[src/hdl/fsc_defines.vh]
// Constants shared by the flash erase sequencer and its pin cycle engine
`ifndef FSC_DEFINES_VH
`define FSC_DEFINES_VH

// Flash command codes
`define FSC_CMD_READ_STATUS 8'h70
`define FSC_CMD_BLOCK_SETUP 8'h20
`define FSC_CMD_CHIP_SETUP  8'h30
`define FSC_CMD_CONFIRM     8'hd0
`define FSC_CMD_READ_ARRAY  8'hff

// Operation status bit positions
`define FSC_SB_READY      7
`define FSC_SB_ERASE_ERR  5
`define FSC_SB_WRITE_ERR  4
`define FSC_SB_SUPPLY_LOW 3
`define FSC_SB_SUSPENDED  2
`define FSC_SB_PROTECT    1
`define FSC_SB_VALID_MASK 8'hfe

// Register byte offsets
`define FSC_REG_CTRL     8'h00
`define FSC_REG_ADDR     8'h04
`define FSC_REG_STAT     8'h08
`define FSC_REG_RDATA    8'h0c
`define FSC_REG_IRQ_STAT 8'h10
`define FSC_REG_IRQ_CLR  8'h14
`define FSC_REG_IRQ_EN   8'h18

// Operation codes written to CTRL[2:0]
`define FSC_OP_BLOCK_ERASE  3'h1
`define FSC_OP_CHIP_ERASE   3'h2
`define FSC_OP_STATUS_CHECK 3'h3
`define FSC_OP_CLEAR_STATUS 3'h4
`define FSC_OP_READ_ARRAY   3'h5
`define FSC_OP_READ_ID      3'h6
`define FSC_CTRL_DEFER_BIT  3

// STAT register fields
`define FSC_ST_BUSY       0
`define FSC_ST_SUPPLY_LOW 16
`define FSC_ST_PROTECT    17
`define FSC_ST_SEQ_ERR    18
`define FSC_ST_ERASE_ERR  19
`define FSC_ST_WRITE_ERR  20

// Interrupt bits
`define FSC_IRQ_DONE 0
`define FSC_IRQ_ERR  1

// AXI responses
`define FSC_RESP_OKAY   2'b00
`define FSC_RESP_SLVERR 2'b10

// Pin timing in ns and derived cycle counts (least times round up)
`define FSC_CLK_NS        100
`define FSC_T_SETUP_NS    100
`define FSC_T_PULSE_NS    100
`define FSC_T_ACCESS_NS   200
`define FSC_CYC_SETUP  ((`FSC_T_SETUP_NS + `FSC_CLK_NS - 1) / `FSC_CLK_NS)
`define FSC_CYC_PULSE  ((`FSC_T_PULSE_NS + `FSC_CLK_NS - 1) / `FSC_CLK_NS)
`define FSC_CYC_ACCESS ((`FSC_T_ACCESS_NS + `FSC_CLK_NS - 1) / `FSC_CLK_NS)
`define FSC_SYNC_STAGES 2

`endif

[src/hdl/fsc_bus_cycle.v]
// One write or read cycle on the flash parallel pins
`timescale 1ns/100ps
`default_nettype none
`include "fsc_defines.vh"

module fsc_bus_cycle #(
  parameter AW = 19,
  parameter DW = 16
) (
  input  wire          aclk,
  input  wire          aresetn,
  input  wire          start,
  input  wire          wr,
  input  wire [AW-1:0] addr,
  input  wire [DW-1:0] wdata,
  output reg           done,
  output reg  [DW-1:0] rdata,
  output reg  [AW-1:0] pin_addr,
  output reg  [DW-1:0] pin_dq_o,
  output reg           pin_dq_oe,
  input  wire [DW-1:0] pin_dq_i,
  output reg           pin_ce_n,
  output reg           pin_we_n,
  output reg           pin_oe_n
);
  localparam [1:0] C_IDLE  = 2'b00;
  localparam [1:0] C_SETUP = 2'b01;
  localparam [1:0] C_PULSE = 2'b10;
  localparam [1:0] C_HOLD  = 2'b11;
  localparam integer N_SETUP_I = `FSC_CYC_SETUP;
  localparam integer N_PULSE_I = `FSC_CYC_PULSE;
  localparam integer N_READ_I  = `FSC_CYC_ACCESS + `FSC_SYNC_STAGES;
  localparam [7:0]   N_SETUP   = N_SETUP_I[7:0];
  localparam [7:0]   N_PULSE   = N_PULSE_I[7:0];
  localparam [7:0]   N_READ    = N_READ_I[7:0];

  reg [1:0]    state_q;
  reg [7:0]    cnt_q;
  reg          wr_q;
  reg [DW-1:0] dq_meta_q;
  reg [DW-1:0] dq_sync_q;

  // Data pins come from outside the clock domain
  always @(posedge aclk)
  begin
    dq_meta_q <= pin_dq_i;
    dq_sync_q <= dq_meta_q;
  end

  always @(posedge aclk)
  begin
    done <= 1'b0;
    if (!aresetn)
    begin
      state_q   <= C_IDLE;
      cnt_q     <= 8'h00;
      wr_q      <= 1'b0;
      rdata     <= {DW{1'b0}};
      pin_addr  <= {AW{1'b0}};
      pin_dq_o  <= {DW{1'b0}};
      pin_dq_oe <= 1'b0;
      pin_ce_n  <= 1'b1;
      pin_we_n  <= 1'b1;
      pin_oe_n  <= 1'b1;
    end
    else
    begin
      case (state_q)
        C_IDLE:
        begin
          if (start)
          begin
            wr_q      <= wr;
            pin_addr  <= addr;
            pin_dq_o  <= wdata;
            pin_dq_oe <= wr;
            pin_ce_n  <= 1'b0;
            cnt_q     <= N_SETUP;
            state_q   <= C_SETUP;
          end
        end
        C_SETUP:
        begin
          if (cnt_q <= 8'h01)
          begin
            pin_we_n <= ~wr_q;
            pin_oe_n <= wr_q;
            cnt_q    <= wr_q ? N_PULSE : N_READ;
            state_q  <= C_PULSE;
          end
          else
            cnt_q <= cnt_q - 8'h01;
        end
        C_PULSE:
        begin
          if (cnt_q <= 8'h01)
          begin
            if (!wr_q)
              rdata <= dq_sync_q;
            pin_we_n <= 1'b1;
            pin_oe_n <= 1'b1;
            state_q  <= C_HOLD;
          end
          else
            cnt_q <= cnt_q - 8'h01;
        end
        C_HOLD:
        begin
          pin_dq_oe <= 1'b0;
          pin_ce_n  <= 1'b1;
          done      <= 1'b1;
          state_q   <= C_IDLE;
        end
        default:
          state_q <= C_IDLE;
      endcase
    end
  end
endmodule
`default_nettype wire

[src/hdl/fsc_flash_ctrl.v]
// Host-side flash erase sequencer with AXI4-Lite registers and interrupt
//
// The register offsets and register access over AXI4-Lite are this design's own decisions.
`timescale 1ns/100ps
`default_nettype none
`include "fsc_defines.vh"

// What this block does
// - Write read-status, poll ready bit until set
// - Block erase: setup anywhere, confirm inside block
// - Chip erase: setup, confirm, poll until ready
// - Full check per erase, or after a series of block erases
// - Write read-array after last erase operation
// - Mask reserved bit 0 when evaluating status
// - Clear status after error before anything else
module fsc_flash_ctrl #(
  parameter       AW            = 19,
  parameter       DW            = 16,
  parameter       AXI_AW        = 8,
  parameter [7:0] CMD_CLEAR_ST  = 8'h50,
  parameter [7:0] CMD_READ_ID   = 8'h90
) (
  input  wire              aclk,
  input  wire              aresetn,
  input  wire [AXI_AW-1:0] s_axi_awaddr,
  input  wire              s_axi_awvalid,
  output reg               s_axi_awready,
  input  wire [31:0]       s_axi_wdata,
  input  wire [3:0]        s_axi_wstrb,
  input  wire              s_axi_wvalid,
  output reg               s_axi_wready,
  output reg  [1:0]        s_axi_bresp,
  output reg               s_axi_bvalid,
  input  wire              s_axi_bready,
  input  wire [AXI_AW-1:0] s_axi_araddr,
  input  wire              s_axi_arvalid,
  output reg               s_axi_arready,
  output reg  [31:0]       s_axi_rdata,
  output reg  [1:0]        s_axi_rresp,
  output reg               s_axi_rvalid,
  input  wire              s_axi_rready,
  output reg               irq,
  output wire [AW-1:0]     flash_addr,
  output wire [DW-1:0]     flash_dq_o,
  output wire              flash_dq_oe,
  input  wire [DW-1:0]     flash_dq_i,
  output wire              flash_ce_n,
  output wire              flash_we_n,
  output wire              flash_oe_n
);
  localparam [3:0] ST_IDLE  = 4'h0;
  localparam [3:0] ST_RSCMD = 4'h1;
  localparam [3:0] ST_POLL  = 4'h2;
  localparam [3:0] ST_SETUP = 4'h3;
  localparam [3:0] ST_CONF  = 4'h4;
  localparam [3:0] ST_CHECK = 4'h5;
  localparam [3:0] ST_CLR   = 4'h6;
  localparam [3:0] ST_FF    = 4'h7;
  localparam [3:0] ST_ARD   = 4'h8;
  localparam [3:0] ST_IDCMD = 4'h9;

  reg [3:0]        state_q;
  reg [2:0]        op_q;
  reg              defer_q;
  reg              after_op_q;
  reg              rd_done_q;
  reg              pend_q;
  reg              start_q;
  reg              busy_q;
  reg [AW-1:0]     addr_q;
  reg [7:0]        opstat_q;
  reg [DW-1:0]     rdata_q;
  reg              e_supply_q;
  reg              e_protect_q;
  reg              e_seq_q;
  reg              e_erase_q;
  reg              e_write_q;
  reg [1:0]        irq_stat_q;
  reg [1:0]        irq_en_q;
  reg [AXI_AW-1:0] aw_q;
  reg [31:0]       wd_q;
  reg [3:0]        ws_q;
  reg              cyc_wr;
  reg [DW-1:0]     cyc_data;
  reg [AW-1:0]     cyc_addr;
  reg              issues;
  wire             cyc_done;
  wire [DW-1:0]    cyc_rdata;
  wire [7:0]       st_masked;
  wire             st_ready;
  wire             any_err;
  wire             commit;
  wire             ctrl_go;
  reg  [1:0]       irq_set;
  reg  [1:0]       irq_clr;
  reg  [31:0]      rd_mux;
  reg              rd_ok;

  // Reserved status bit is dropped before any decision
  assign st_masked = cyc_rdata[7:0] & `FSC_SB_VALID_MASK;
  assign st_ready  = st_masked[`FSC_SB_READY];
  assign any_err   = st_masked[`FSC_SB_ERASE_ERR] | st_masked[`FSC_SB_WRITE_ERR]
                   | st_masked[`FSC_SB_SUPPLY_LOW] | st_masked[`FSC_SB_PROTECT];

  // What each state puts on the pins
  always @*
  begin
    issues   = 1'b1;
    cyc_wr   = 1'b1;
    cyc_addr = {AW{1'b0}};
    cyc_data = {DW{1'b0}};
    case (state_q)
      ST_RSCMD: cyc_data = {{(DW-8){1'b0}}, `FSC_CMD_READ_STATUS};
      ST_POLL:  cyc_wr   = 1'b0;
      ST_SETUP:
      begin
        if (op_q == `FSC_OP_CHIP_ERASE)
          cyc_data = {{(DW-8){1'b0}}, `FSC_CMD_CHIP_SETUP};
        else
          cyc_data = {{(DW-8){1'b0}}, `FSC_CMD_BLOCK_SETUP};
      end
      ST_CONF:
      begin
        cyc_data = {{(DW-8){1'b0}}, `FSC_CMD_CONFIRM};
        if (op_q == `FSC_OP_BLOCK_ERASE)
          cyc_addr = addr_q;
      end
      ST_CLR:   cyc_data = {{(DW-8){1'b0}}, CMD_CLEAR_ST};
      ST_FF:    cyc_data = {{(DW-8){1'b0}}, `FSC_CMD_READ_ARRAY};
      ST_IDCMD: cyc_data = {{(DW-8){1'b0}}, CMD_READ_ID};
      ST_ARD:
      begin
        cyc_wr   = 1'b0;
        cyc_addr = addr_q;
      end
      default:  issues = 1'b0;
    endcase
  end

  // AXI write slot: both halves collected, then one commit
  assign commit  = ~s_axi_awready & ~s_axi_wready & ~s_axi_bvalid;
  assign ctrl_go = commit & (aw_q == `FSC_REG_CTRL) & ws_q[0] & ~busy_q;

  always @*
  begin
    irq_set = 2'b00;
    irq_clr = 2'b00;
    if (commit && aw_q == `FSC_REG_IRQ_CLR && ws_q[0])
      irq_clr = wd_q[1:0];
    if (state_q == ST_CHECK)
      irq_set[`FSC_IRQ_ERR] = any_err;
    if (pend_q && cyc_done && ((state_q == ST_FF && !(op_q == `FSC_OP_READ_ARRAY && !rd_done_q))
        || (state_q == ST_ARD && op_q != `FSC_OP_READ_ID)
        || (state_q == ST_CLR && op_q == `FSC_OP_CLEAR_STATUS)))
      irq_set[`FSC_IRQ_DONE] = 1'b1;
  end

  always @(posedge aclk)
  begin
    if (!aresetn)
    begin
      s_axi_awready <= 1'b1;
      s_axi_wready  <= 1'b1;
      s_axi_bvalid  <= 1'b0;
      s_axi_bresp   <= `FSC_RESP_OKAY;
      aw_q          <= {AXI_AW{1'b0}};
      wd_q          <= 32'h0000_0000;
      ws_q          <= 4'h0;
      addr_q        <= {AW{1'b0}};
      irq_en_q      <= 2'b00;
      irq_stat_q    <= 2'b00;
      irq           <= 1'b0;
    end
    else
    begin
      if (s_axi_awvalid && s_axi_awready)
      begin
        aw_q          <= s_axi_awaddr;
        s_axi_awready <= 1'b0;
      end
      if (s_axi_wvalid && s_axi_wready)
      begin
        wd_q         <= s_axi_wdata;
        ws_q         <= s_axi_wstrb;
        s_axi_wready <= 1'b0;
      end
      if (commit)
      begin
        s_axi_bvalid <= 1'b1;
        s_axi_bresp  <= `FSC_RESP_OKAY;
        case (aw_q)
          `FSC_REG_CTRL, `FSC_REG_IRQ_CLR: ;
          `FSC_REG_ADDR:
          begin
            if (!busy_q && ws_q == 4'hf)
              addr_q <= wd_q[AW-1:0];
          end
          `FSC_REG_IRQ_EN:
          begin
            if (ws_q[0])
              irq_en_q <= wd_q[1:0];
          end
          default: s_axi_bresp <= `FSC_RESP_SLVERR;
        endcase
      end
      if (s_axi_bvalid && s_axi_bready)
      begin
        s_axi_bvalid  <= 1'b0;
        s_axi_awready <= 1'b1;
        s_axi_wready  <= 1'b1;
      end
      // New events win over a clear in the same cycle
      irq_stat_q <= (irq_stat_q & ~irq_clr) | irq_set;
      irq        <= |(((irq_stat_q & ~irq_clr) | irq_set) & irq_en_q);
    end
  end

  // AXI read channel
  always @*
  begin
    rd_ok  = 1'b1;
    rd_mux = 32'h0000_0000;
    case (s_axi_araddr)
      `FSC_REG_CTRL:     rd_mux = {28'h000_0000, defer_q, op_q};
      `FSC_REG_ADDR:     rd_mux[AW-1:0] = addr_q;
      `FSC_REG_STAT:
      begin
        rd_mux[`FSC_ST_BUSY]       = busy_q;
        rd_mux[15:8]               = opstat_q;
        rd_mux[`FSC_ST_SUPPLY_LOW] = e_supply_q;
        rd_mux[`FSC_ST_PROTECT]    = e_protect_q;
        rd_mux[`FSC_ST_SEQ_ERR]    = e_seq_q;
        rd_mux[`FSC_ST_ERASE_ERR]  = e_erase_q;
        rd_mux[`FSC_ST_WRITE_ERR]  = e_write_q;
      end
      `FSC_REG_RDATA:    rd_mux[DW-1:0] = rdata_q;
      `FSC_REG_IRQ_STAT: rd_mux[1:0] = irq_stat_q;
      `FSC_REG_IRQ_CLR:  rd_mux = 32'h0000_0000;
      `FSC_REG_IRQ_EN:   rd_mux[1:0] = irq_en_q;
      default:           rd_ok = 1'b0;
    endcase
  end

  always @(posedge aclk)
  begin
    if (!aresetn)
    begin
      s_axi_arready <= 1'b1;
      s_axi_rvalid  <= 1'b0;
      s_axi_rdata   <= 32'h0000_0000;
      s_axi_rresp   <= `FSC_RESP_OKAY;
    end
    else if (s_axi_arvalid && s_axi_arready)
    begin
      s_axi_arready <= 1'b0;
      s_axi_rvalid  <= 1'b1;
      s_axi_rdata   <= rd_mux;
      s_axi_rresp   <= rd_ok ? `FSC_RESP_OKAY : `FSC_RESP_SLVERR;
    end
    else if (s_axi_rvalid && s_axi_rready)
    begin
      s_axi_rvalid  <= 1'b0;
      s_axi_arready <= 1'b1;
    end
  end

  // Command sequencer
  always @(posedge aclk)
  begin
    start_q <= 1'b0;
    if (!aresetn)
    begin
      state_q     <= ST_IDLE;
      op_q        <= 3'h0;
      defer_q     <= 1'b0;
      after_op_q  <= 1'b0;
      rd_done_q   <= 1'b0;
      pend_q      <= 1'b0;
      busy_q      <= 1'b0;
      opstat_q    <= 8'h00;
      rdata_q     <= {DW{1'b0}};
      e_supply_q  <= 1'b0;
      e_protect_q <= 1'b0;
      e_seq_q     <= 1'b0;
      e_erase_q   <= 1'b0;
      e_write_q   <= 1'b0;
    end
    else if (state_q == ST_IDLE)
    begin
      if (ctrl_go)
      begin
        op_q       <= wd_q[2:0];
        defer_q    <= wd_q[`FSC_CTRL_DEFER_BIT];
        rd_done_q  <= 1'b0;
        after_op_q <= (wd_q[2:0] == `FSC_OP_STATUS_CHECK);
        busy_q     <= 1'b1;
        case (wd_q[2:0])
          `FSC_OP_BLOCK_ERASE, `FSC_OP_CHIP_ERASE, `FSC_OP_STATUS_CHECK:
            state_q <= ST_RSCMD;
          `FSC_OP_CLEAR_STATUS: state_q <= ST_CLR;
          `FSC_OP_READ_ARRAY:   state_q <= ST_FF;
          `FSC_OP_READ_ID:      state_q <= ST_IDCMD;
          default:              busy_q  <= 1'b0;
        endcase
      end
    end
    else if (state_q == ST_CHECK)
    begin
      // Device flags accumulate, so a deferred check sees the whole series
      e_supply_q  <= st_masked[`FSC_SB_SUPPLY_LOW];
      e_protect_q <= st_masked[`FSC_SB_PROTECT];
      e_seq_q     <= st_masked[`FSC_SB_ERASE_ERR] & st_masked[`FSC_SB_WRITE_ERR];
      e_erase_q   <= st_masked[`FSC_SB_ERASE_ERR] & ~st_masked[`FSC_SB_WRITE_ERR];
      e_write_q   <= st_masked[`FSC_SB_WRITE_ERR] & ~st_masked[`FSC_SB_ERASE_ERR];
      state_q     <= any_err ? ST_CLR : ST_FF;
    end
    else if (issues && !pend_q)
    begin
      pend_q  <= 1'b1;
      start_q <= 1'b1;
    end
    else if (pend_q && cyc_done)
    begin
      pend_q <= 1'b0;
      case (state_q)
        ST_RSCMD: state_q <= ST_POLL;
        ST_POLL:
        begin
          // Busy device keeps returning status; keep polling until ready
          opstat_q <= st_masked;
          if (st_ready)
          begin
            if (!after_op_q)
              state_q <= ST_SETUP;
            else if (defer_q && op_q == `FSC_OP_BLOCK_ERASE)
              state_q <= ST_FF;
            else
              state_q <= ST_CHECK;
          end
        end
        ST_SETUP: state_q <= ST_CONF;
        ST_CONF:
        begin
          after_op_q <= 1'b1;
          state_q    <= ST_POLL;
        end
        ST_CLR:
        begin
          if (op_q == `FSC_OP_CLEAR_STATUS)
          begin
            busy_q  <= 1'b0;
            state_q <= ST_IDLE;
          end
          else
            state_q <= ST_FF;
        end
        ST_FF:
        begin
          if (op_q == `FSC_OP_READ_ARRAY && !rd_done_q)
            state_q <= ST_ARD;
          else
          begin
            busy_q  <= 1'b0;
            state_q <= ST_IDLE;
          end
        end
        ST_IDCMD: state_q <= ST_ARD;
        ST_ARD:
        begin
          rdata_q   <= cyc_rdata;
          rd_done_q <= 1'b1;
          if (op_q == `FSC_OP_READ_ID)
            state_q <= ST_FF;
          else
          begin
            busy_q  <= 1'b0;
            state_q <= ST_IDLE;
          end
        end
        default: state_q <= ST_IDLE;
      endcase
    end
  end

  fsc_bus_cycle #(
    .AW (AW),
    .DW (DW)
  ) u_cycle (
    .aclk      (aclk),
    .aresetn   (aresetn),
    .start     (start_q),
    .wr        (cyc_wr),
    .addr      (cyc_addr),
    .wdata     (cyc_data),
    .done      (cyc_done),
    .rdata     (cyc_rdata),
    .pin_addr  (flash_addr),
    .pin_dq_o  (flash_dq_o),
    .pin_dq_oe (flash_dq_oe),
    .pin_dq_i  (flash_dq_i),
    .pin_ce_n  (flash_ce_n),
    .pin_we_n  (flash_we_n),
    .pin_oe_n  (flash_oe_n)
  );
endmodule
`default_nettype wire

[config.mk]
export PLATFORM = sky130hd
export DESIGN_NAME = fsc_flash_ctrl
export DESIGN_NICKNAME = d
export VERILOG_FILES = /design/src/hdl/fsc_bus_cycle.v /design/src/hdl/fsc_flash_ctrl.v
export VERILOG_INCLUDE_DIRS = /design/src /design/src/hdl
export SDC_FILE = /design/constraint.sdc
export NUM_CORES = 1
export LEC_CHECK = 0
export ABC_CLOCK_PERIOD_IN_PS = 2100
export BUFFER_PORTS_ARGS = -buffer_cell sky130_fd_sc_hd__buf_2
export CAP_MARGIN = 20
export CORE_AREA = 4 4 166 168
export CTS_CLUSTER_DIAMETER = 60
export DETAILED_ROUTE_END_ITERATION = 16
export DIE_AREA = 0 0 170 172
export GPL_TIMING_DRIVEN = 1
export PLACE_DENSITY_LB_ADDON = 0.3
export SYNTH_ARGS = -nofsm -noshare
export SYNTH_HDL_FRONTEND = slang
export SYNTH_HIERARCHICAL = 1
export SYNTH_SLANG_ARGS = --single-unit
[constraint.sdc]
create_clock -name aclk -period 2.1 [get_ports aclk]
set_input_delay 0.315 -clock aclk [delete_from_list [all_inputs] [get_ports aclk]]
set_output_delay 0.315 -clock aclk [all_outputs]
set_load 0.05 [all_outputs]
* Word-level counts from Yosys, hierarchy flattened
Index checks and enable logic that the tools add are counted.
** Storage, ports and cells
- Register bits :: 225
- Bits in latches :: 0
- RAM bits :: 0
- Memory bits (read-only) :: 0
- Input bits :: 75
- Output and inout port bits :: 81
- Word-level logic and storage cells :: 261
- Memories kept :: 0
** Operators by class
- Add/subtract/negate cells :: 1
- Multiply operators :: 0
- Div/mod/pow operators :: 0
- Order comparisons :: 1
- Eq/ne operators :: 47
- Shifts and indexed selects :: 0
- Muxes and demuxes :: 80
- Bitwise logic cells :: 26
- Reductions and logical operators :: 63
** Operators with widths (count)
- $pmux 8 s3 :: 2
- $pmux 8 s6 :: 1
- $eq 8x5->1 const B :: 5
- $mux 1 :: 40
- $pmux 19 s2 :: 1
- $mux 4 :: 7
- $pmux 4 s7 :: 1
- $reduce_and 5->1 :: 5
- $mux 8 :: 3
- $reduce_and 3->1 :: 7
- $mux 19 :: 1
- $eq 3x3->1 const B :: 6
- $pmux 6 s3 :: 1
- $eq 4x3->1 const B :: 4
- $eq 8x3->1 const B :: 2
- $eq 8x4->1 const B :: 2
- $logic_and 1x1->1 :: 16
- $logic_not 8->1 :: 2
- $mux 2 :: 8
- $pmux 4 s4 :: 1
- $reduce_bool 2->1 :: 7
- $eq 4x4->1 const B :: 3
- $mux 3 :: 4
- $ne 3x3->1 const B :: 4
- 40 further kinds :: 85

* Depth between registers and ports, before layout
Gate-level depths: netlist of run 1.
- Word-level depth :: 11
- Gate-level depth with buffers :: 8
- Depth with buffers taken out :: 6

* Modules after synthesis
Netlist of run 1, hierarchy kept.
** By module, submodules not included
- fsc_flash_ctrl :: times used 1, cells each 702, area each 5631.7 um^2, seq. area each 2482.4 um^2
- fsc_bus_cycle :: times used 1, cells each 345, area each 3357.0 um^2, seq. area each 1981.9 um^2

* Worst setup path before layout of run 1
Ideal clock, no wire load.
- Kind :: reg-to-reg
- Start point :: register s_axi_bvalid
- End point :: register addr_q[7]
- Arrival :: 2.177 ns
- Required time :: 2.030 ns
- Slack :: -0.147 ns
- Cell stages (with the launch flop) :: 8
- Path buffers :: 2
- Clock period less this slack :: 2.247 ns
- Path through :: dfxtp_1 -> or4b_4 -> or4_4 -> buf_6 -> nor2_8 -> buf_8 -> nand2_1 -> a21oi_1
** On the way
- Longest elaborated chain between the ends :: 3
** RTL lines
- from (decl) :: line fsc_flash_ctrl.v:33 : output reg s_axi_bvalid,
- from (signal assigned) :: line fsc_flash_ctrl.v:164 : s_axi_bvalid <= 1'b0;
- from (signal assigned) :: line fsc_flash_ctrl.v:189 : s_axi_bvalid <= 1'b1;
- from (signal assigned) :: line fsc_flash_ctrl.v:208 : s_axi_bvalid <= 1'b0;
- $not 1->1 :: line fsc_flash_ctrl.v:141 : assign commit = ~s_axi_awready & ~s_axi_wready & ~s_axi_bvalid;
- $and 1x1->1 :: line fsc_flash_ctrl.v:141
- $reduce_and 3->1 (no source line)
- to (signal assigned) :: line fsc_flash_ctrl.v:169 : addr_q <= {AW{1'b0}};
- to (signal assigned) :: line fsc_flash_ctrl.v:196 : addr_q <= wd_q[AW-1:0];
- to (decl) :: line fsc_flash_ctrl.v:70 : reg [AW-1:0] addr_q;
No other way between the ends.
A chain may end at the register's enable or synchronous reset.

* Worst setup path after layout of run 1
- Start point :: register s_axi_bvalid
- End point :: register addr_q[6]
The elaborated chain is that of the path after synthesis.

==> impl_metrics.csv, run 1 <==
group,metric,value,unit
outcome,status,"completed",
timing,rsz0062_at_grt,"yes",
timing,skew,25.2,ps
timing,drv_slew,0,
detailed_routing,postRouteWirelength,25.0,mm
timing,setup_slack,23.7,ps
power,total_power,10400,uW
clock_tree,cts_tree,"done",
timing,fmax,0.482,GHz
critical_path,path_buf_inv,1,
critical_path,arrival,2480,ps
final_layout,syn2layout_area_growth,25.0,%
placement,place_ws,2.96,ps
die,rows,59,
grt,grt_pass1_vias,7110,
synthesis,ys_types,80,
detailed_routing,antenna_left,0,
power,p_leak,0.00452,uW
grt,grt_overflow_total,0,
synthesis,postSynthAreaPerCell,8.59,sq um
critical_path,critPathMaxFanout,18,
clock_tree,cts_buffers,24,
final_layout,layout_commonest_cell,"nand2_1",
placement,io_buffers,129,
final_layout,layout.nets,1294,
synthesis,syn_inst,1047,
power,power.density,923,nW/um^2
timing,setup_viol_count_final,0,
clock_tree,h-tree-depth,1,
power,ir_worst_vdd,0.511,mV
placement,place_hpwl,17.9,mm
timing,hold_viol,0,
critical_path,cp_slowest_stage_delay,620,ps
timing,finalCritPeriodShare,0.989,
synthesis,netlist_area,8990,sq um
timing,tightest_slew,659,ps
die,pin_count,156,
critical_path,start_kind,"flip-flop",
critical_path,critPathRequiredTime,2510,ps
run,max_cap_viol_count,0,
clock_tree,cts_root_buf,"clkbuf_16",
placement,placed_area,10200,sq um
die,core_area,25900,sq um
critical_path,crit_type,"reg2reg",
detailed_routing,drc,0,
grt,grt_pass1_wl,38.8,mm
die,chipHeight,172,um
final_layout,drive_above_1_share,0.216,
clock_tree,cts.clk_slew.worst_paths,60,ps
critical_path,endpoint_kind,"flip-flop",
final_layout,postLayoutCoreUtil,0.434,
critical_path,cp_slowest_cell,"or4_4",
synthesis,ys.flop_type,"dfxtp_1",
grt,grtUsageTotal,0.163,
detailed_routing,viasPerCell,4.99,
timing,post-route-min-period,2080,ps
detailed_routing,post_drt_wl_per_cell,16.0,um
synthesis,synth.area.top_cells,"dfxtp_1, nand2_1, a21oi_1, mux2i_1, o21ai_0",
grt,grt_max_degree,62,
synthesis,synth-seq-area-share,0.497,
die,die_area,29200,sq um
placement,gp_congestion,0.887,
synthesis,synth-seq-cells,223,
final_layout,layout_common_cells,"nand2_1, dfxtp_1, a21oi_1, buf_2, nor2_1",
clock_tree,clock_path_buffers,3,
critical_path,critPathTopFamily,"simple AND/OR/NAND/NOR gates",
detailed_routing,drt_first_pass_iters,5,
clock_tree,clock-sinks,223,
final_layout,design_area,11200,sq um
critical_path,cp_cell_sequence,"or4b_4, or4_4, buf_12, o21ai_0, a21oi_1",
synthesis,yosysTopAreaCell,"dfxtp_1",
die,fp.dieW,170,um
worst_hold_path,hp-class,"in2reg",
final_layout,antenna_cells,0,
synthesis,synth_top_area_frac,0.497,
clock_tree,clk_latency,530,ps
detailed_routing,drt_first_iter_violations,572,
timing,max-slew-margin-rel,0.560,
grt,antenna_found_initial,0,
timing,hold_ws,22.2,ps
detailed_routing,routed-via-count,7809,
synthesis,synth_edf_count,0,
synthesis,yosysWarnings,6,
die,start_util,0.347,
synthesis,postSynth.asyncResetShare,0,
cells by family (layout without fill, tap and decap cells):
group	Yosys count	count (layout)	synth area share
AOI/OAI and AO/OA	253	253	0.164
xor gates and xnor gates	4	4	0.00390
buffers and inverters	99	262	0.0500
and+or+nand+nor	412	413	0.219
DFF	223	223	0.497
adders and majority gates	6	6	0.00835
other	1	21	0.000417
muxes	49	49	0.0572
metal layers:
metal | vias to the layer above | share of wire | GRT usage
met5 | - | 0 | 0
met4 | 0 | 0.021 | 0.0403
met3 | 37 | 0.061 | 0.0251
met2 | 243 | 0.43 | 0.244
met1 | 3608 | 0.49 | 0.246
li1 | 3921 | - | -
worst register-to-register path: cells and delay by family, from the launching register on:
| kind | cells | cell delay [ps] |
|---|---|---|
| and+or+nand+nor | 2 | 1170 |
| AOI/OAI and AO/OA | 2 | 240 |
| DFF | 1 | 340 |
| buffers and inverters | 1 | 190 |
registers in the layout, summed over array words and instances, names as in the netlist, 2 cells and up:
register and cells:
irq_stat_q 2, rdata_q 16, irq_en_q 2, u_cycle/cnt_q 8
u_cycle/pin_addr 19, state_q 4, u_cycle/dq_sync_q 16, u_cycle/state_q 2
wd_q 19, op_q 3, s_axi_rdata 21, u_cycle/rdata 16
u_cycle/pin_dq_o 16, addr_q 19, aw_q 8, u_cycle/dq_meta_q 16
ws_q 4, opstat_q 7
cells in the mapped netlist (5+ instances only):
cell / instances
ha_1: 6
nor4_1: 5
o21ai_0: 47
nor3_1: 7
a22o_1: 5
buf_2: 5
a21boi_0: 5
nor2b_1: 14
buf_4: 14
mux2i_1: 39
nor2_1: 51
nand3_1: 31
buf_1: 5
mux2_2: 9
nor3b_1: 6
and2_1: 26
a31oi_1: 6
a22oi_1: 9
dfxtp_1: 223
nand2_1: 222
a21oi_1: 134
or4_1: 5
clkbuf_1: 55
a2bb2oi_1: 7
inv_1: 16
nand4_1: 6
o21ai_1: 7
worst paths after layout:
check / start / endpoint / slack, ps / depth (start not counted)
worst min register to register: u_cycle/dq_meta_q[13] / u_cycle/dq_sync_q[13] / 320 / 0
worst max-delay path: s_axi_bvalid / addr_q[6] / 20 / 5
worst max register to register: s_axi_bvalid / addr_q[6] / 20 / 5
worst min-delay path: s_axi_wdata[8] / wd_q[8] / 20 / 3
cell type report:
type                            instances  area (sq um)
Clock inverter                         15           131
Timing Repair Buffer                  200          1280
Sequential cell                       223          4470
Tap cell                              335           419
Fill cell                            2638         14700
Multi-Input combinational cell        746          4190
Inverter                               18          67.6
Clock buffer                           29           669
timing repair:
| item | in CTS | in global routing |
|---|---|---|
| resized for setup | 1 | 18 |
| gates cloned | 0 | 1 |
| hold buffers | 17 | 0 |
| setup endpoints to repair | 1 | 23 |
| pin swaps | 0 | 4 |
| endpoints found under the hold margin | 17 | 0 |
| buffers inserted | 0 | 1 |
power by group:
part	leakage (uW)	total (uW)	switching [uW]	internal, uW
Clock	0.000386	4190	1780	2420
Sequential	0.00182	4540	143	4390
Combinational	0.00232	1640	1020	625
per-stage QoR:
stage,setup TNS (ps),instances
2_1_floorplan,0,1067
3_3_place_gp,0,1503
3_5_place_dp,0,1503
4_1_cts,0,1564
5_1_grt,-243,1566
6_report,0,1566
(Power assumes the default switching activity.)
==> run 2: changes to the inputs <==
- PLACE_DENSITY: unset -> 0.65
- PLACE_DENSITY_LB_ADDON: 0.3 -> unset
- TNS_END_PERCENT: unset -> 100
==> run 2 against run 1 <==
The run now ends with setup timing left. Count of clock-buffer cells in the layout rose by 3. Total power barely moved. Sequential share of layout area fell by 0.18 points. Critical path depth did not move. Non-clock buffer count fell by 1. Critical endpoint unchanged. Critical path type unchanged.
==> impl_metrics.csv, run 2 (synthesis results as in run 1) <==
group,metric,value,unit
worst_hold_path,hp-class,"in2reg",
die,start_util,0.347,
die,die_area,29200,sq um
grt,grt_max_degree,34,
clock_tree,cts_buffers,24,
final_layout,syn2layout_area_growth,25.5,%
critical_path,crit_type,"reg2reg",
power,switchingPower,2850,uW
clock_tree,h-tree-depth,1,
outcome,violations,"setup timing",
clock_tree,cts_tree,"done",
timing,tightest_slew,707,ps
timing,hold_viol,0,
die,fp.dieW,170,um
detailed_routing,met3_length,1.62,mm
grt,grt_pass1_wl,38.5,mm
final_layout,largest_reg_flops,21,
worst_hold_path,whs_endpoint,"s_axi_wready",
final_layout,antenna_cells,0,
critical_path,critPathMaxFanout,7,
run,max_cap_viol_count,0,
placement,placedCellCount,1503,
placement,gp_congestion,0.875,
clock_tree,clk_latency,510,ps
detailed_routing,postRouteWirelength,25.0,mm
critical_path,arrival,2510,ps
power,power.internal,7520,uW
timing,max-slew-margin-rel,0.528,
timing,setup_slack,-12.5,ps
final_layout,layout.nets,1296,
final_layout,design_area,11300,sq um
power,ir_worst_vdd,0.566,mV
final_layout,drive_above_1_share,0.221,
detailed_routing,drt_first_pass_iters,5,
detailed_routing,topRoutingLayerUsed,"met4",
clock_tree,cts_root_buf,"clkbuf_16",
final_layout,regArea,4470,sq um
die,chipHeight,172,um
grt,grt_pass1_vias,7115,
placement,placed_area,10200,sq um
timing,setup_viol_count_final,6,
placement,place_hpwl,17.7,mm
clock_tree,clock_path_buffers,3,
final_layout,multi_input_area,4250,sq um
outcome,status,"finished, violations left",
final_layout,layout_commonest_cell,"nand2_1",
timing,skew,12.5,ps
final_layout,stdcell_count,1567,
final_layout,layout_common_cells,"nand2_1, dfxtp_1, a21oi_1, buf_2, nor2_1",
power,p_comb_frac,0.153,
timing,drv_slew,0,
die,rows,59,
clock_tree,cts.clk_slew.worst_paths,60,ps
power,swShare,0.275,
worst_hold_path,hp-start,"s_axi_wvalid",
power,p_clk_frac,0.409,
timing,finalCritPeriodShare,1.01,
detailed_routing,drc,0,
critical_path,rr_worst_depth,5,
detailed_routing,wl_met1,12.1,mm
critical_path,endpoint_kind,"flip-flop",
timing,rsz0062_at_grt,"yes",
power,power.density,919,nW/um^2
detailed_routing,post_drt_wl_per_cell,16.0,um
power,p_leak,0.00453,uW
critical_path,r2r_setup_slack,-10,ps
placement,io_buffers,129,
worst_hold_path,hold_depth,2,
detailed_routing,viasPerCell,4.99,
detailed_routing,routed-via-count,7820,
timing,post-route-min-period,2110,ps
die,core_area,25900,sq um
critical_path,critPathRequiredTime,2500,ps
detailed_routing,antenna_left,0,
detailed_routing,drt_first_iter_violations,452,
critical_path,start_kind,"flip-flop",
clock_tree,clock-sinks,223,
grt,grt_overflow_total,0,
grt,antenna_found_initial,0,
final_layout,top_register,"s_axi_rdata",
critical_path,r2r-start,"s_axi_wready",
power,seqPwrFrac,0.438,
critical_path,reg2reg_to,"addr_q[6]",
die,pin_count,156,
timing,fmax,0.473,GHz
detailed_routing,met2_length,10.7,mm
final_layout,fillers,2569,
grt,grtUsageTotal,0.161,
run 2: cell count changes in the layout (fill, tap and decap cells not counted), sizes merged:
cell         before  now
buf             183  182
or4               7    8
dlygate4sd3      17   16
bufinv            1    2
nor2             53   55
inv              20   19
clkinvlp          5    1
clkbuf           29   33
run 2: critical path, cell delays in order (launching register included):
cell and delay, ps:
dfxtp_4 340, or4b_4 580, or4_4 660, clkbuf_16 210
o21ai_1 120, a21oi_1 80
run 2: how the worst max path moves through the flow:
stage | start | to | slack (ps) | depth (start not counted)
floorplan | s_axi_bvalid | addr_q[7] | 0.5 | 7
global placement | aw_q[0] | addr_q[6] | 70 | 5
detailed placement | aw_q[0] | addr_q[14] | 6 | 5
CTS | aw_q[0] | addr_q[14] | 10 | 5
global route | s_axi_wready | addr_q[7] | -50 | 5
finish | s_axi_wready | addr_q[6] | -10 | 5
run 2: power groups by stage:
stage                     clock network (uW)  registers (uW)  logic (uW)
final                                   4240            4540        1590
after global routing                    4490            4560        1750
after CTS                               4330            4530        1550
after detailed placement                   0            4630        1520
after global placement                     0            4620        1510
after floorplan                            0            4650        1080
run 2: cell type report:
class,instances,share of cell area
inverter,18,0.00599
sequential,223,0.396
multi-input combinational,749,0.377
clock inverter,11,0.00987
tap,335,0.0371
clock buffer,32,0.0604
timing repair buffer,199,0.113
run 2: stage by stage:
stage / hold slack (ps) / setup TNS [ps] / utilization / setup slack [ps] / power (uW)
after floorplan: 310 / 0 / - / 0.499 / 5730
after global placement: 312 / 0 / 0.394 / 66.0 / 6130
after detailed placement: 312 / 0 / 0.394 / 5.98 / 6150
after CTS: 14.0 / 0 / 0.431 / 10.8 / 10400
after global routing: 20.9 / -578 / 0.436 / -53.9 / 10800
final: 23.0 / -53.9 / 0.436 / -12.5 / 10400
run 2: what timing repair did:
| action | in CTS | in global routing |
|---|---|---|
| endpoints found under the hold margin | 16 | 0 |
| gates cloned | 0 | 5 |
| setup buffers | 0 | 0 |
| pin swaps | 1 | 14 |
| resized for setup | 0 | 33 |
| endpoints found under the setup margin | 1 | 27 |
| hold buffers | 16 | 0 |
run 2: layer usage:
metal | vias to the layer above | global-route usage
li1 | 3924 | -
met1 | 3580 | 0.242
met2 | 279 | 0.240
met3 | 37 | 0.0281
met4 | 0 | 0.0365
met5 | - | 0
==> run 3: changes to the inputs <==
- ABC_CLOCK_PERIOD_IN_PS: 2100 -> 1800
- CORE_AREA: 4 4 166 168 -> 2 2 164 166
- DIE_AREA: 0 0 170 172 -> 0 0 166 168
- clock period: 2.1 -> 1.8 ns (I/O delays scaled with it)
==> run 3 against run 2 <==
The run ends with hold timing, setup timing left. Clock power up 29%. Count of clock-buffer cells in the layout down 2. Largest power group is now clock. Final cell count up 4.7%. Global-route usage up 1.3 points. First-iteration DRC count down 6.6%. Setup slack worse by 290 ps. Clock skew up 18 ps. Critical path type unchanged. Design area up 8.2%. Core utilization up 2.8 points. Wire length up 1.6%. Sequential power up 17%.
==> impl_metrics.csv, run 3 (synthesis results as in run 1) <==
group,metric,value,unit
critical_path,crit_type,"reg2reg",
critical_path,r2r-start,"aw_q[6]",
detailed_routing,drc,0,
power,power.density,1090,nW/um^2
grt,grtUsageTotal,0.173,
timing,hold_ws,-5.18,ps
die,start_util,0.341,
grt,grt_pass1_vias,7462,
final_layout,syn2layout_area_growth,35.8,%
detailed_routing,antenna_left,0,
die,die_area,27900,sq um
power,ir_worst_vdd,0.776,mV
timing,finalCritPeriodShare,1.17,
timing,skew,30.2,ps
clock_tree,cts_root_buf,"clkbuf_16",
grt,antenna_found_initial,0,
detailed_routing,drt_first_pass_iters,5,
die,core_area,26400,sq um
final_layout,drive_above_1_share,0.265,
placement,gp_congestion,0.892,
power,p_comb_frac,0.190,
detailed_routing,post_drt_wl_per_cell,15.5,um
run,max_cap_viol_count,0,
die,chipHeight,168,um
final_layout,largest_reg_flops,21,
timing,fmax,0.476,GHz
critical_path,critPathRequiredTime,2230,ps
critical_path,endpoint_kind,"flip-flop",
worst_hold_path,hp-class,"in2reg",
placement,place_hpwl,17.8,mm
clock_tree,clk_latency,540,ps
power,p_clk_frac,0.412,
final_layout,layout.nets,1364,
detailed_routing,postRouteWirelength,25.4,mm
timing,post-route-min-period,2100,ps
timing,tightest_slew,509,ps
critical_path,r2r_setup_slack,-300,ps
final_layout,postLayoutCoreUtil,0.463,
critical_path,critPathLaunch,"aw_q[6]",
outcome,violations,"hold timing, setup timing",
final_layout,layout_common_cells,"nand2_1, dfxtp_1, a21oi_1, buf_2, buf_4",
grt,grt_overflow_total,0,
die,fp.dieW,166,um
critical_path,start_kind,"flip-flop",
final_layout,layout_commonest_cell,"nand2_1",
timing,setup_viol_count_final,34,
power,power.internal,9700,uW
clock_tree,clock-sinks,223,
final_layout,antenna_cells,0,
worst_hold_path,hp-start,"s_axi_awaddr[6]",
power,p_leak,0.00495,uW
timing,hold_viol,1,
clock_tree,cts.clk_slew.worst_paths,70,ps
power,switchingPower,3620,uW
power,swShare,0.272,
timing,rsz0062_at_grt,"yes",
critical_path,arrival,2530,ps
placement,io_buffers,129,
timing,setup_slack,-301,ps
clock_tree,h-tree-depth,1,
grt,grt_pass1_wl,39.8,mm
clock_tree,cts_tree,"done",
detailed_routing,drt_first_iter_violations,422,
power,seqPwrFrac,0.398,
grt,grt_max_degree,52,
die,pin_count,156,
final_layout,top_register,"s_axi_rdata",
timing,drv_slew,0,
die,rows,60,
detailed_routing,viasPerCell,4.89,
outcome,status,"finished, violations left",
clock_tree,clock_path_buffers,3,
detailed_routing,routed-via-count,8027,
timing,max-slew-margin-rel,0.661,
critical_path,critPathMaxFanout,8,
clock_tree,cts_buffers,24,
[run 3: changes by cell type in the layout (fill, tap and decap cells not counted), sizes merged]
cell         change
buf             +37
bufinv           +3
clkbuf           -1
clkinv           -2
dlygate4sd3     +30
inv              +1
[run 3: metrics by stage]
step           TNS (ps)  std cells  instance area [sq um]  worst slack (ps)  power [uW]
5_1_grt           -9620       1641                  12200              -332       13900
3_5_place_dp      -6280       1542                  10500              -239        7490
2_1_floorplan     -3890       1067                   9080              -209        6690
4_1_cts           -6560       1634                  12000              -241       13200
6_report          -7010       1641                  12200              -301       13300
3_3_place_gp      -4930       1542                  10500              -191        7470
[run 3: power groups by stage]
stage	sequential (uW)	clock, uW	combinational [uW]
finish	5300	5490	2530
CTS	5280	5590	2370
global placement	5370	0	2100
global route	5320	5790	2740
floorplan	5430	0	1260
detailed placement	5380	0	2110
[run 3: final cells by class]
| class | instances | area, sq um |
|---|---|---|
| clock inverter | 13 | 229 |
| inverter | 18 | 70.1 |
| timing repair buffer | 267 | 1910 |
| fill | 2488 | 14100 |
| sequential | 223 | 4480 |
| multi-input combinational | 749 | 4410 |
| clock buffer | 30 | 674 |
| tap | 341 | 427 |
[run 3: worst paths after layout]
kind | endpoint | depth (start not counted)
setup reg to reg | addr_q[3] | 5
setup / recovery | addr_q[3] | 5
hold / removal | aw_q[6] | 3
hold reg to reg | u_cycle/dq_sync_q[14] | 0
[run 3: worst max-delay path, cell delays in order, from the launching register on]
cell       delay, ps
dfxtp_2          320
or4_4            570
or4_4            660
clkbuf_16        220
o21ai_1          130
a21oi_1           80
[run 3: routing by layer]
layer	up-vias	GRT usage	routed length (um)
met4	0	0.0435	575
met3	35	0.0207	1110
li1	4062	-	-
met5	-	0	0
met1	3706	0.254	12400
met2	224	0.271	11300
[run 3: what timing repair did]
item                                   in CTS  in global routing
pin swaps                                   7                 34
setup buffers                               3                  5
gates cloned                                0                  6
hold buffers                               46                  0
gates resized for setup                    29                 54
setup endpoints to repair                  38                 60
endpoints found under the hold margin      45                  0
